--- src/inc/stc_pkg.sv ---
// Package: register map, control layout and constants of the 16-bit timer
package stc_pkg;

	// ----------------------------------------------------------------
	// Bus geometry
	// ----------------------------------------------------------------
	localparam int ADDR_W = 8;
	localparam int DATA_W = 32;
	localparam int BYTE_W = 8;
	localparam int CNT_W = 16;

	typedef logic [ADDR_W-1:0] stc_addr_t;
	typedef logic [DATA_W-1:0] stc_data_t;

	// ----------------------------------------------------------------
	// Register byte addresses
	// ----------------------------------------------------------------
	localparam stc_addr_t REG_CTRL = 8'h00;
	localparam stc_addr_t REG_CNT_LOW = 8'h04;
	localparam stc_addr_t REG_CNT_HIGH = 8'h08;
	localparam stc_addr_t REG_IRQ = 8'h0C;

	// ----------------------------------------------------------------
	// Control register layout
	// ----------------------------------------------------------------
	typedef struct packed {
		logic wide_access_enable;
		logic unused_zero;
		logic prescale_select_hi;
		logic prescale_select_lo;
		logic crystal_osc_enable;
		logic ext_sync_disable;
		logic count_source_select;
		logic count_run;
	} stc_ctrl_s;

	localparam logic [BYTE_W-1:0] CTRL_RESET = 8'h00;
	localparam logic [BYTE_W-1:0] CTRL_WMASK = 8'hBF;
	localparam int CTRL_UNUSED_BIT = 6;

	// Interrupt register bit positions
	localparam int IRQ_FLAG_BIT = 0;
	localparam int IRQ_EN_BIT = 1;

	localparam logic [CNT_W-1:0] CNT_MAX = 16'hFFFF;
	localparam logic [CNT_W-1:0] CNT_ZERO = 16'h0000;
	localparam logic [BYTE_W-1:0] BYTE_ZERO = 8'h00;

	// Prescaler terminal counts for 1:1, 1:2, 1:4, 1:8
	localparam int PRESC_W = 3;
	localparam logic [PRESC_W-1:0] PRESC_DIV1 = 3'h0;
	localparam logic [PRESC_W-1:0] PRESC_DIV2 = 3'h1;
	localparam logic [PRESC_W-1:0] PRESC_DIV4 = 3'h3;
	localparam logic [PRESC_W-1:0] PRESC_DIV8 = 3'h7;

	// Oscillator and shared count pins, index of each in pin vectors
	localparam int PIN_OUT = 0;
	localparam int PIN_IN = 1;

endpackage

--- src/rtl/stc_sync.sv ---
// Two flip-flop synchroniser for pin inputs
module stc_sync #(
	parameter int W = 1
) (
	input wire logic pclk,
	input wire logic presetn,
	input wire logic [W-1:0] d,
	output logic [W-1:0] q
);
	logic [W-1:0] meta_q;

	always_ff @(posedge pclk or negedge presetn)
	begin
		if (!presetn)
		begin
			meta_q <= '0;
			q <= '0;
		end
		else
		begin
			meta_q <= d;
			q <= meta_q;
		end
	end
endmodule

--- src/rtl/stc_prescale.sv ---
// Count-input prescaler with 1:1, 1:2, 1:4 and 1:8 ratios
module stc_prescale
	import stc_pkg::*;
(
	input wire logic pclk,
	input wire logic presetn,
	input wire logic tick_in,
	input wire logic clear,
	input wire logic [1:0] sel,
	output logic tick_out
);
	logic [PRESC_W-1:0] cnt_q;
	logic [PRESC_W-1:0] term;

	always_comb
	begin
		unique case (sel)
			2'h0: term = PRESC_DIV1;
			2'h1: term = PRESC_DIV2;
			2'h2: term = PRESC_DIV4;
			2'h3: term = PRESC_DIV8;
		endcase
	end

	// A count left above a newly chosen smaller ratio ends at once
	assign tick_out = tick_in && !clear && (cnt_q >= term);

	always_ff @(posedge pclk or negedge presetn)
	begin
		if (!presetn)
			cnt_q <= '0;
		else if (clear)
			cnt_q <= '0;
		else if (tick_out)
			cnt_q <= '0;
		else if (tick_in)
			cnt_q <= cnt_q + 1'b1;
	end
endmodule

--- src/rtl/stc_timer.sv ---
// 16-bit timer/counter with crystal oscillator control and APB registers
//
// Decided for this implementation: the register offsets and register access over APB.
module stc_timer
	import stc_pkg::*;
(
	input wire logic pclk,
	input wire logic presetn,
	input wire logic psel,
	input wire logic penable,
	input wire logic pwrite,
	input wire stc_pkg::stc_addr_t paddr,
	input wire stc_pkg::stc_data_t pwdata,
	output stc_pkg::stc_data_t prdata,
	output logic pready,
	output logic pslverr,
	input wire logic crystal_in_pin_i,
	output logic crystal_in_pin_o,
	output logic crystal_in_pin_oe,
	input wire logic crystal_out_pin_i,
	output logic crystal_out_pin_o,
	output logic crystal_out_pin_oe,
	input wire logic [1:0] port_direction,
	input wire logic [1:0] port_out_data,
	output logic [1:0] port_read_data,
	input wire logic [1:0] special_event_trig,
	input wire logic sleep_mode,
	output logic osc_amp_enable,
	output logic overflow_irq
);
	import stc_pkg::*;

	// ----------------------------------------------------------------
	// Address decode
	// ----------------------------------------------------------------
	function automatic logic addr_is(input stc_addr_t a, input stc_addr_t r);
		return a == r;
	endfunction

	stc_ctrl_s ctrl_q;
	logic [BYTE_W-1:0] cnt_low_q;
	logic [BYTE_W-1:0] cnt_high_q;
	logic [BYTE_W-1:0] high_buf_q;
	logic flag_q;
	logic irq_en_q;
	stc_data_t prdata_q;
	logic [1:0] port_rd_q;

	logic hit;
	logic setup_rd;
	logic wr_ctrl;
	logic wr_low;
	logic wr_high;
	logic wr_irq;
	logic cnt_wr;
	logic trig_any;
	logic tick;
	logic wrap;
	logic [CNT_W-1:0] count;

	assign count = {cnt_high_q, cnt_low_q};

	assign hit = addr_is(paddr, REG_CTRL) || addr_is(paddr, REG_CNT_LOW)
		|| addr_is(paddr, REG_CNT_HIGH) || addr_is(paddr, REG_IRQ);
	assign pready = 1'b1;
	assign pslverr = psel && penable && !hit;
	assign setup_rd = psel && !penable && !pwrite;
	assign wr_ctrl = psel && penable && pwrite && addr_is(paddr, REG_CTRL);
	assign wr_low = psel && penable && pwrite
		&& addr_is(paddr, REG_CNT_LOW);
	assign wr_high = psel && penable && pwrite
		&& addr_is(paddr, REG_CNT_HIGH);
	assign wr_irq = psel && penable && pwrite && addr_is(paddr, REG_IRQ);
	assign prdata = prdata_q;

	// ----------------------------------------------------------------
	// Control register
	// ----------------------------------------------------------------
	always_ff @(posedge pclk or negedge presetn)
	begin
		if (!presetn)
			ctrl_q <= stc_ctrl_s'(CTRL_RESET);
		else if (wr_ctrl)
			ctrl_q <= stc_ctrl_s'(pwdata[BYTE_W-1:0] & CTRL_WMASK);
	end

	// ----------------------------------------------------------------
	// Pins and oscillator
	// ----------------------------------------------------------------
	logic [1:0] pin_s;
	logic src_level;
	logic src_prev_q;
	logic raw_edge;
	logic sync_edge_q;
	logic ext_edge;
	logic presc_in;

	stc_sync #(
		.W(2)
	) u_pin_sync (
		.pclk(pclk),
		.presetn(presetn),
		.d({crystal_in_pin_i, crystal_out_pin_i}),
		.q(pin_s)
	);

	// Amplifier control ignores sleep so the crystal keeps running
	assign osc_amp_enable = ctrl_q.crystal_osc_enable;

	// Port direction is overridden while the oscillator owns the pins
	assign crystal_out_pin_o = port_out_data[PIN_OUT];
	assign crystal_in_pin_o = port_out_data[PIN_IN];
	assign crystal_out_pin_oe = !ctrl_q.crystal_osc_enable
		&& !port_direction[PIN_OUT];
	assign crystal_in_pin_oe = !ctrl_q.crystal_osc_enable
		&& !port_direction[PIN_IN];

	always_ff @(posedge pclk or negedge presetn)
	begin
		if (!presetn)
			port_rd_q <= '0;
		else if (ctrl_q.crystal_osc_enable)
			port_rd_q <= '0;
		else
			port_rd_q <= pin_s;
	end
	assign port_read_data = port_rd_q;

	// ----------------------------------------------------------------
	// Count source selection
	// ----------------------------------------------------------------
	// Oscillator input pin when enabled, otherwise the external clock pin
	assign src_level = ctrl_q.crystal_osc_enable
		? pin_s[PIN_IN] : pin_s[PIN_OUT];
	assign raw_edge = src_level && !src_prev_q;

	always_ff @(posedge pclk or negedge presetn)
	begin
		if (!presetn)
		begin
			src_prev_q <= 1'b0;
			sync_edge_q <= 1'b0;
		end
		else
		begin
			src_prev_q <= src_level;
			sync_edge_q <= raw_edge;
		end
	end

	// Synchronised path adds a phase-alignment stage; async takes the edge
	assign ext_edge = ctrl_q.ext_sync_disable ? raw_edge : sync_edge_q;

	// Sync counting halts with the core clock in sleep, async keeps going
	always_comb
	begin
		if (ctrl_q.count_source_select)
			presc_in = ext_edge && (ctrl_q.ext_sync_disable
				|| !sleep_mode);
		else
			presc_in = !sleep_mode;
	end

	stc_prescale u_presc (
		.pclk(pclk),
		.presetn(presetn),
		.tick_in(presc_in && ctrl_q.count_run),
		.clear(wr_low),
		.sel({ctrl_q.prescale_select_hi, ctrl_q.prescale_select_lo}),
		.tick_out(tick)
	);

	// ----------------------------------------------------------------
	// Counter
	// ----------------------------------------------------------------
	assign cnt_wr = wr_low || (wr_high && !ctrl_q.wide_access_enable);
	assign trig_any = |special_event_trig;
	assign wrap = tick && !cnt_wr && !trig_any && (count == CNT_MAX);

	always_ff @(posedge pclk or negedge presetn)
	begin
		if (!presetn)
		begin
			cnt_low_q <= BYTE_ZERO;
			cnt_high_q <= BYTE_ZERO;
		end
		else if (wr_low)
		begin
			cnt_low_q <= pwdata[BYTE_W-1:0];
			if (ctrl_q.wide_access_enable)
				cnt_high_q <= high_buf_q;
		end
		else if (wr_high && !ctrl_q.wide_access_enable)
			cnt_high_q <= pwdata[BYTE_W-1:0];
		else if (trig_any)
			{cnt_high_q, cnt_low_q} <= CNT_ZERO;
		else if (tick)
			{cnt_high_q, cnt_low_q} <= count + 1'b1;
	end

	// High byte buffer for wide access
	always_ff @(posedge pclk or negedge presetn)
	begin
		if (!presetn)
			high_buf_q <= BYTE_ZERO;
		else if (setup_rd && addr_is(paddr, REG_CNT_LOW)
			&& ctrl_q.wide_access_enable)
			high_buf_q <= cnt_high_q;
		else if (wr_high && ctrl_q.wide_access_enable)
			high_buf_q <= pwdata[BYTE_W-1:0];
	end

	// ----------------------------------------------------------------
	// Overflow flag and interrupt
	// ----------------------------------------------------------------
	always_ff @(posedge pclk or negedge presetn)
	begin
		if (!presetn)
			flag_q <= 1'b0;
		else if (wrap)
			flag_q <= 1'b1;
		else if (wr_irq && !pwdata[IRQ_FLAG_BIT])
			flag_q <= 1'b0;
	end

	always_ff @(posedge pclk or negedge presetn)
	begin
		if (!presetn)
			irq_en_q <= 1'b0;
		else if (wr_irq)
			irq_en_q <= pwdata[IRQ_EN_BIT];
	end

	assign overflow_irq = flag_q && irq_en_q;

	// ----------------------------------------------------------------
	// Read data, sampled in the setup cycle
	// ----------------------------------------------------------------
	always_ff @(posedge pclk or negedge presetn)
	begin
		if (!presetn)
			prdata_q <= '0;
		else if (setup_rd)
		begin
			prdata_q <= '0;
			if (addr_is(paddr, REG_CTRL))
				prdata_q[BYTE_W-1:0] <= ctrl_q;
			else if (addr_is(paddr, REG_CNT_LOW))
				prdata_q[BYTE_W-1:0] <= cnt_low_q;
			else if (addr_is(paddr, REG_CNT_HIGH))
				prdata_q[BYTE_W-1:0] <= ctrl_q.wide_access_enable
					? high_buf_q : cnt_high_q;
			else if (addr_is(paddr, REG_IRQ))
			begin
				prdata_q[IRQ_FLAG_BIT] <= flag_q;
				prdata_q[IRQ_EN_BIT] <= irq_en_q;
			end
		end
	end
endmodule

--- config.mk ---
export PLATFORM = sky130hd
export DESIGN_NAME = stc_timer
export DESIGN_NICKNAME = d
export VERILOG_FILES = /design/src/inc/stc_pkg.sv /design/src/rtl/stc_sync.sv /design/src/rtl/stc_prescale.sv /design/src/rtl/stc_timer.sv
export SDC_FILE = /design/constraint.sdc
export NUM_CORES = 1
export LEC_CHECK = 0
export ABC_AREA = 1
export BUFFER_PORTS_ARGS = -buffer_cell sky130_fd_sc_hd__buf_2
export CAP_MARGIN = 0
export CORE_UTILIZATION = 50
export DETAILED_ROUTE_END_ITERATION = 10
export GPL_TIMING_DRIVEN = 0
export MAX_ROUTING_LAYER = met4
export PLACE_DENSITY = 0.81
export SYNTH_ARGS = -nofsm -noshare
export SYNTH_HDL_FRONTEND = slang
export SYNTH_HIERARCHICAL = 1
export SYNTH_SLANG_ARGS = --single-unit
--- constraint.sdc ---
create_clock -name pclk -period 3.9 [get_ports pclk]
set_input_delay 0.39 -clock pclk [delete_from_list [all_inputs] [get_ports pclk]]
set_output_delay 0.39 -clock pclk [all_outputs]
set_load 0.02 [all_outputs]
-- Word level (Yosys, flattened, before mapping)
Index checks and enable logic that the tools add are counted.
- register bits after elaboration: 52
- output and inout bits: 42
- logic and storage cells: 108
- add/subtract/negate cells: 2
- order comparisons: 1
- equal/unequal tests: 8
- mux-type cells: 26
- reductions and logical operators: 52
- operators by type and width (operator ; number):
    two-way mux 8 bit ; 13
    logical AND 1 bit ; 25
    adder 16 x 1 -> 16 bit, second input constant ; 1
    == test 16 bit, second input constant ; 1
    == test 8 x 4 -> 1 bit, second input constant ; 2
    logical NOT 1 bit ; 13
    case mux 3 bit (4 select lines) ; 1
    two-way mux 3 bit ; 3
    == test 8 x 3 -> 1 bit, second input constant ; 1
    logical NOT 8 bit ; 1
    two-way mux 2 bit ; 3
    two-way mux 6 bit ; 1
    nonzero test 3 bit ; 2
    logical OR 1 bit ; 5
    two-way mux 1 bit ; 5
    == test 2 bit, second input constant ; 2
    nonzero test 2 bit ; 2
    nonzero test 4 bit ; 1
    adder 3 x 1 -> 3 bit, second input constant ; 1
    >= comparator 3 bit ; 1
    == test 2 x 1 -> 1 bit, second input constant ; 1
    logical NOT 2 bit ; 1
    inequality test 2 x 1 -> 1 bit, second input constant ; 1
    AND reduction 2 bit ; 1
    OR reduction 2 bit ; 1

-- Logic depth before layout (Yosys ltp)
- depth in word-level cells: 12
- depth in mapped cells: 15
- depth with buffers taken out: 14

-- Hierarchy
The synthesis kept the hierarchy.
- by module, submodules not included (module ; instances ; cells an instance ; area each (µm²) ; sequential area each (µm²)):
    stc_timer ; 1 ; 470 ; 3218.1 ; 1126.1
    stc_prescale ; 1 ; 39 ; 254.0 ; 75.1
    stc_sync ; 1 ; 4 ; 100.1 ; 100.1

-- Least setup slack after synthesis
OpenSTA, ideal clock, no wires.
- path kind: register to register
- start point: reg ctrl_q[4] (netlist name)
- end point: reg cnt_high_q[0]
- setup time: 116 ps
- arrival time: 1869 ps
- required time: 3784 ps
- setup slack: 1915 ps
- cell stages (with the launch flop): 14
- period minus slack after synthesis: 1985 ps
- path through: dfrtp_1 or2_2 ha_1 inv_1 nand2_1 a21oi_2 nor2_1 inv_1 nand3_4 nor2_4 buf_6 nor2_2 nand2_1 nand2_1
- longest elaborated chain between the ends: 5
- elaborated cells between the ends (all ways): 8
- ends and longest elaborated chain (element ; RTL line ; source):
    from (decl) ; stc_timer.sv:40 ; stc_ctrl_s ctrl_q;
    from (signal assigned) ; stc_timer.sv:82 ; ctrl_q <= stc_ctrl_s'(CTRL_RESET);
    from (signal assigned) ; stc_timer.sv:84 ; ctrl_q <= stc_ctrl_s'(pwdata[BYTE_W-1:0] & CTRL_WMASK);
    == test 2 bit (tied with other cells) ; stc_prescale.sv:17 ; unique case (sel)
    case mux 3 bit (4 select lines) (*) ; stc_prescale.sv:17 ;
    >= comparator 3 bit (*) ; stc_prescale.sv:26 ; assign tick_out = tick_in && !clear && (cnt_q >= term);
    logical AND 1 bit (*) ; stc_prescale.sv:26 ;
    via tick ; stc_timer.sv:57 ; logic tick;
    nonzero test 4 bit (no line) (*) ; -- ;
    to (signal assigned) ; stc_timer.sv:191 ; cnt_high_q <= high_buf_q;
    to (signal assigned) ; stc_timer.sv:194 ; cnt_high_q <= pwdata[BYTE_W-1:0];
    to (signal assigned) ; stc_timer.sv:198 ; {cnt_high_q, cnt_low_q} <= count + 1'b1;
    to (decl) ; stc_timer.sv:42 ; logic [BYTE_W-1:0] cnt_high_q;
The timed path passes the listed nets; every way through them passes the cells marked *.
A chain may end at the register's enable or synchronous reset.

-- Worst setup path after layout
- start point: reg ctrl_q[5] (netlist name)
- end point: reg cnt_high_q[1]
The elaborated chain is that of the path after synthesis.

==> reports/qor.yml <==
status: "finished, final reports clean"
io_buffers: 44
grt_pass1_vias: 3068
hold_buffers: 0
cp-start-kind: "flop"
skew_ps: 17.9
crit_chain: "or2_2 > ha_1 > inv_1 > nand2_1 > a21oi_2 > nor2_1 > inv_1 > nand3_4 > nor2_4 > buf_6 > nor2_2 > nand2_1 > nand2_1"
hold_viol: 0
cts_tree: "yes"
synth_seq_cells: 52
drc_errors: 0
cp_common_cell: "nand2_1"
place_congestion: 0.944
finalSetupTns_ps: 0
syn_area_per_cell_um2: 6.96
required_ps: 4110
boundaryPins: 96
diodes: 0
fin_util_pct: 59.9
areaGrowthSynthToFinish_pct: 14.6
post_cts_buffers: 0
crit_family: "simple AND/OR/NAND/NOR gates"
syn_inst: 513
synth_cell_types: 38
pwr-share-clk_pct: 33.6
grt_overflow: 0
grt_use_total_pct: 26.7
cts_max_level: 2
crit_fanout: 10
slowest_stage: "dfrtp_1"
placementRows: 30
die_w_um: 86.5
drt_first_pass_iters: 5
p_seq_share_pct: 53.6
worst_pin_slew_ps: 1170
cp_num_buf_inv: 3
p_total_w: 0.00102
initialDrtViolationCount: 267
post-route-min-period_ps: 2310
layout_commonest_cell: "nand2_1"
clock-sinks: 52
crit_path_max_incr_delay_ps: 430
clockBufferDepth: 2
synth_seq_area_share_pct: 36.4
pwr_density_cell_mw_per_mm2: 250
die_y_um: 86.5
mostFrequentLayoutCells: "191 x nand2_1, 52 x inv_1, 52 x dfrtp_1, 48 x buf_2, 43 x nor2_1"
drv_cap: 0
fin_nets: 646
grt_antenna_before_repair: 0
postCtsResizedCells: 0
rsz0062_at_grt: "false"
path_clk_slew_ps: 110
ir_drop_uv: 124
hold_class: "in2reg"
drive_gt1_share_pct: 19.7
slew_violations: 0
synthesis.area_mm2: 0.00357
min_period_over_period_pct: 59.3
max-slew-margin-rel_pct: 22.2
cp.arrival_ps: 2530
root_buffer: "clkbuf_8"
yosys_warnings: 6
avgViaCountPerCell: 5.04
sw_frac_of_total_pct: 29.5
detail-route-antenna-nets: 0
cts_buffers: 5
start_util_pct: 52.3
path_class: "reg2reg"
vias: 3447
switchingPower_w: 0.000303
drt-total-wl_mm: 9.25
wl_per_cell_um: 13.5
die_area_mm2: 0.00749
grt_max_degree: 53
p_leak_nw: 2.23
endpoint_kind: "flop"
core-area_mm2: 0.00683
setup_viol: 0
combPwrFrac_pct: 12.8
grt_pass1_wl_mm: 14.9
clk_latency_ps: 330
hpwl_mm: 7.16
internal_power_w: 0.000722
max_freq_mhz: 433
stage by stage:
| step | std cells | hold slack, ps | area (µm²) | setup WS [ps] |
|---|---|---|---|---|
| 6_report | 684 | 173 | 4100 | 1590 |
| 4_1_cts | 684 | 170 | 4100 | 1620 |
| 5_1_grt | 684 | 162 | 4100 | 1440 |
| 2_1_floorplan | 536 | 94.4 | 3660 | 1910 |
| 3_5_place_dp | 676 | 337 | 4000 | 1490 |
| 3_3_place_gp | 676 | 335 | 4000 | 1540 |
worst paths after layout:
path | startpoint | end | slack [ps] | cells past startpoint
setup / recovery | ctrl_q[5] | cnt_high_q[1] | 1590 | 13
hold / removal | crystal_out_pin_i | u_pin_sync/meta_q[0] | 170 | 1
setup reg to reg | ctrl_q[5] | cnt_high_q[1] | 1590 | 13
hold reg to reg | u_pin_sync/meta_q[1] | u_pin_sync/q[1] | 360 | 0
max in group asynchronous | presetn | high_buf_q[4] | 2880 | 1
min in group asynchronous | presetn | ctrl_q[1] | 290 | 1
synthesized netlist by cell type (all sizes together):
cell type | instances | area, µm²
nand2 | 195 | 752
inv | 57 | 216
nor2 | 53 | 253
dfrtp | 52 | 1300
buf | 36 | 268
nand3 | 32 | 198
o21ai | 32 | 160
nand4 | 15 | 109
o211ai | 8 | 60.1
ha | 5 | 62.6
a21oi | 4 | 23.8
nor3 | 4 | 36.3
xor2 | 4 | 35.0
clkbuf | 3 | 11.3
o22ai | 3 | 18.8
conb | 2 | 7.51
xnor2 | 2 | 17.5
clkinv | 1 | 5.00
nand3b | 1 | 7.51
nor4 | 1 | 6.26
o211a | 1 | 10.0
o21bai | 1 | 7.51
or2 | 1 | 6.26
logic make-up (layout without fill, tap and decap cells):
logic type                 after synthesis  in the layout  share of synthesized area, %
AOI/OAI and AO/OA                       49             49                          7.85
xor gates and xnor gates                 6              6                          1.47
adders and majority gates                5              5                          1.75
buffers and inverters                   97            149                          14.0
DFF                                     52             52                          36.4
other                                    2             25                         0.210
and+or+nand+nor                        302            302                          38.3
worst reg2reg max path, stage by stage, from the launching register on:
cell	delay, ps
dfrtp_1	430
or2_2	290
ha_1	280
inv_1	50
nand2_1	50
a21oi_2	210
nor2_1	70
inv_1	150
nand3_4	120
nor2_4	200
buf_6	180
nor2_2	40
nand2_1	70
nand2_1	60
flip-flops by register name, summed over array words and instances (netlist names):
signal,flops
port_read_data,2
high_buf_q,8
ctrl_q,6
prdata,8
irq_en_q,1
sync_edge_q,1
osc_amp_enable,1
cnt_high_q,8
flag_q,1
u_presc/cnt_q,3
u_pin_sync/q,2
cnt_low_q,8
src_prev_q,1
u_pin_sync/meta_q,2
power groups by stage:
| stage | clock network (W) | logic (W) | registers [W] |
|---|---|---|---|
| after floorplan | 0 | 0.0000850 | 0.000559 |
| after global placement | 0 | 0.000128 | 0.000560 |
| after detailed placement | 0 | 0.000130 | 0.000560 |
| after CTS | 0.000344 | 0.000130 | 0.000549 |
| after global routing | 0.000358 | 0.000143 | 0.000550 |
| final | 0.000344 | 0.000131 | 0.000550 |
metal layers:
layer / vias up / wire length (µm) / GRT usage (%)
li1: 1713 / - / -
met5: - / 0 / -
met4: 0 / 160 / 9.39
met3: 15 / 708 / 2.76
met2: 144 / 4440 / 43.4
met1: 1575 / 3950 / 35.0
layout make-up:
cell class              instances  area, µm²
flip-flops and latches         52       1300
repair buffers                 44        220
multi-input cells             387       1860
well taps                      96        120
fillers                       677       2740
clock inverters                 3       27.5
plain buffers                  39        279
inverters                      58        221
clock buffers                   5       68.8
(Power assumes the default switching activity.)
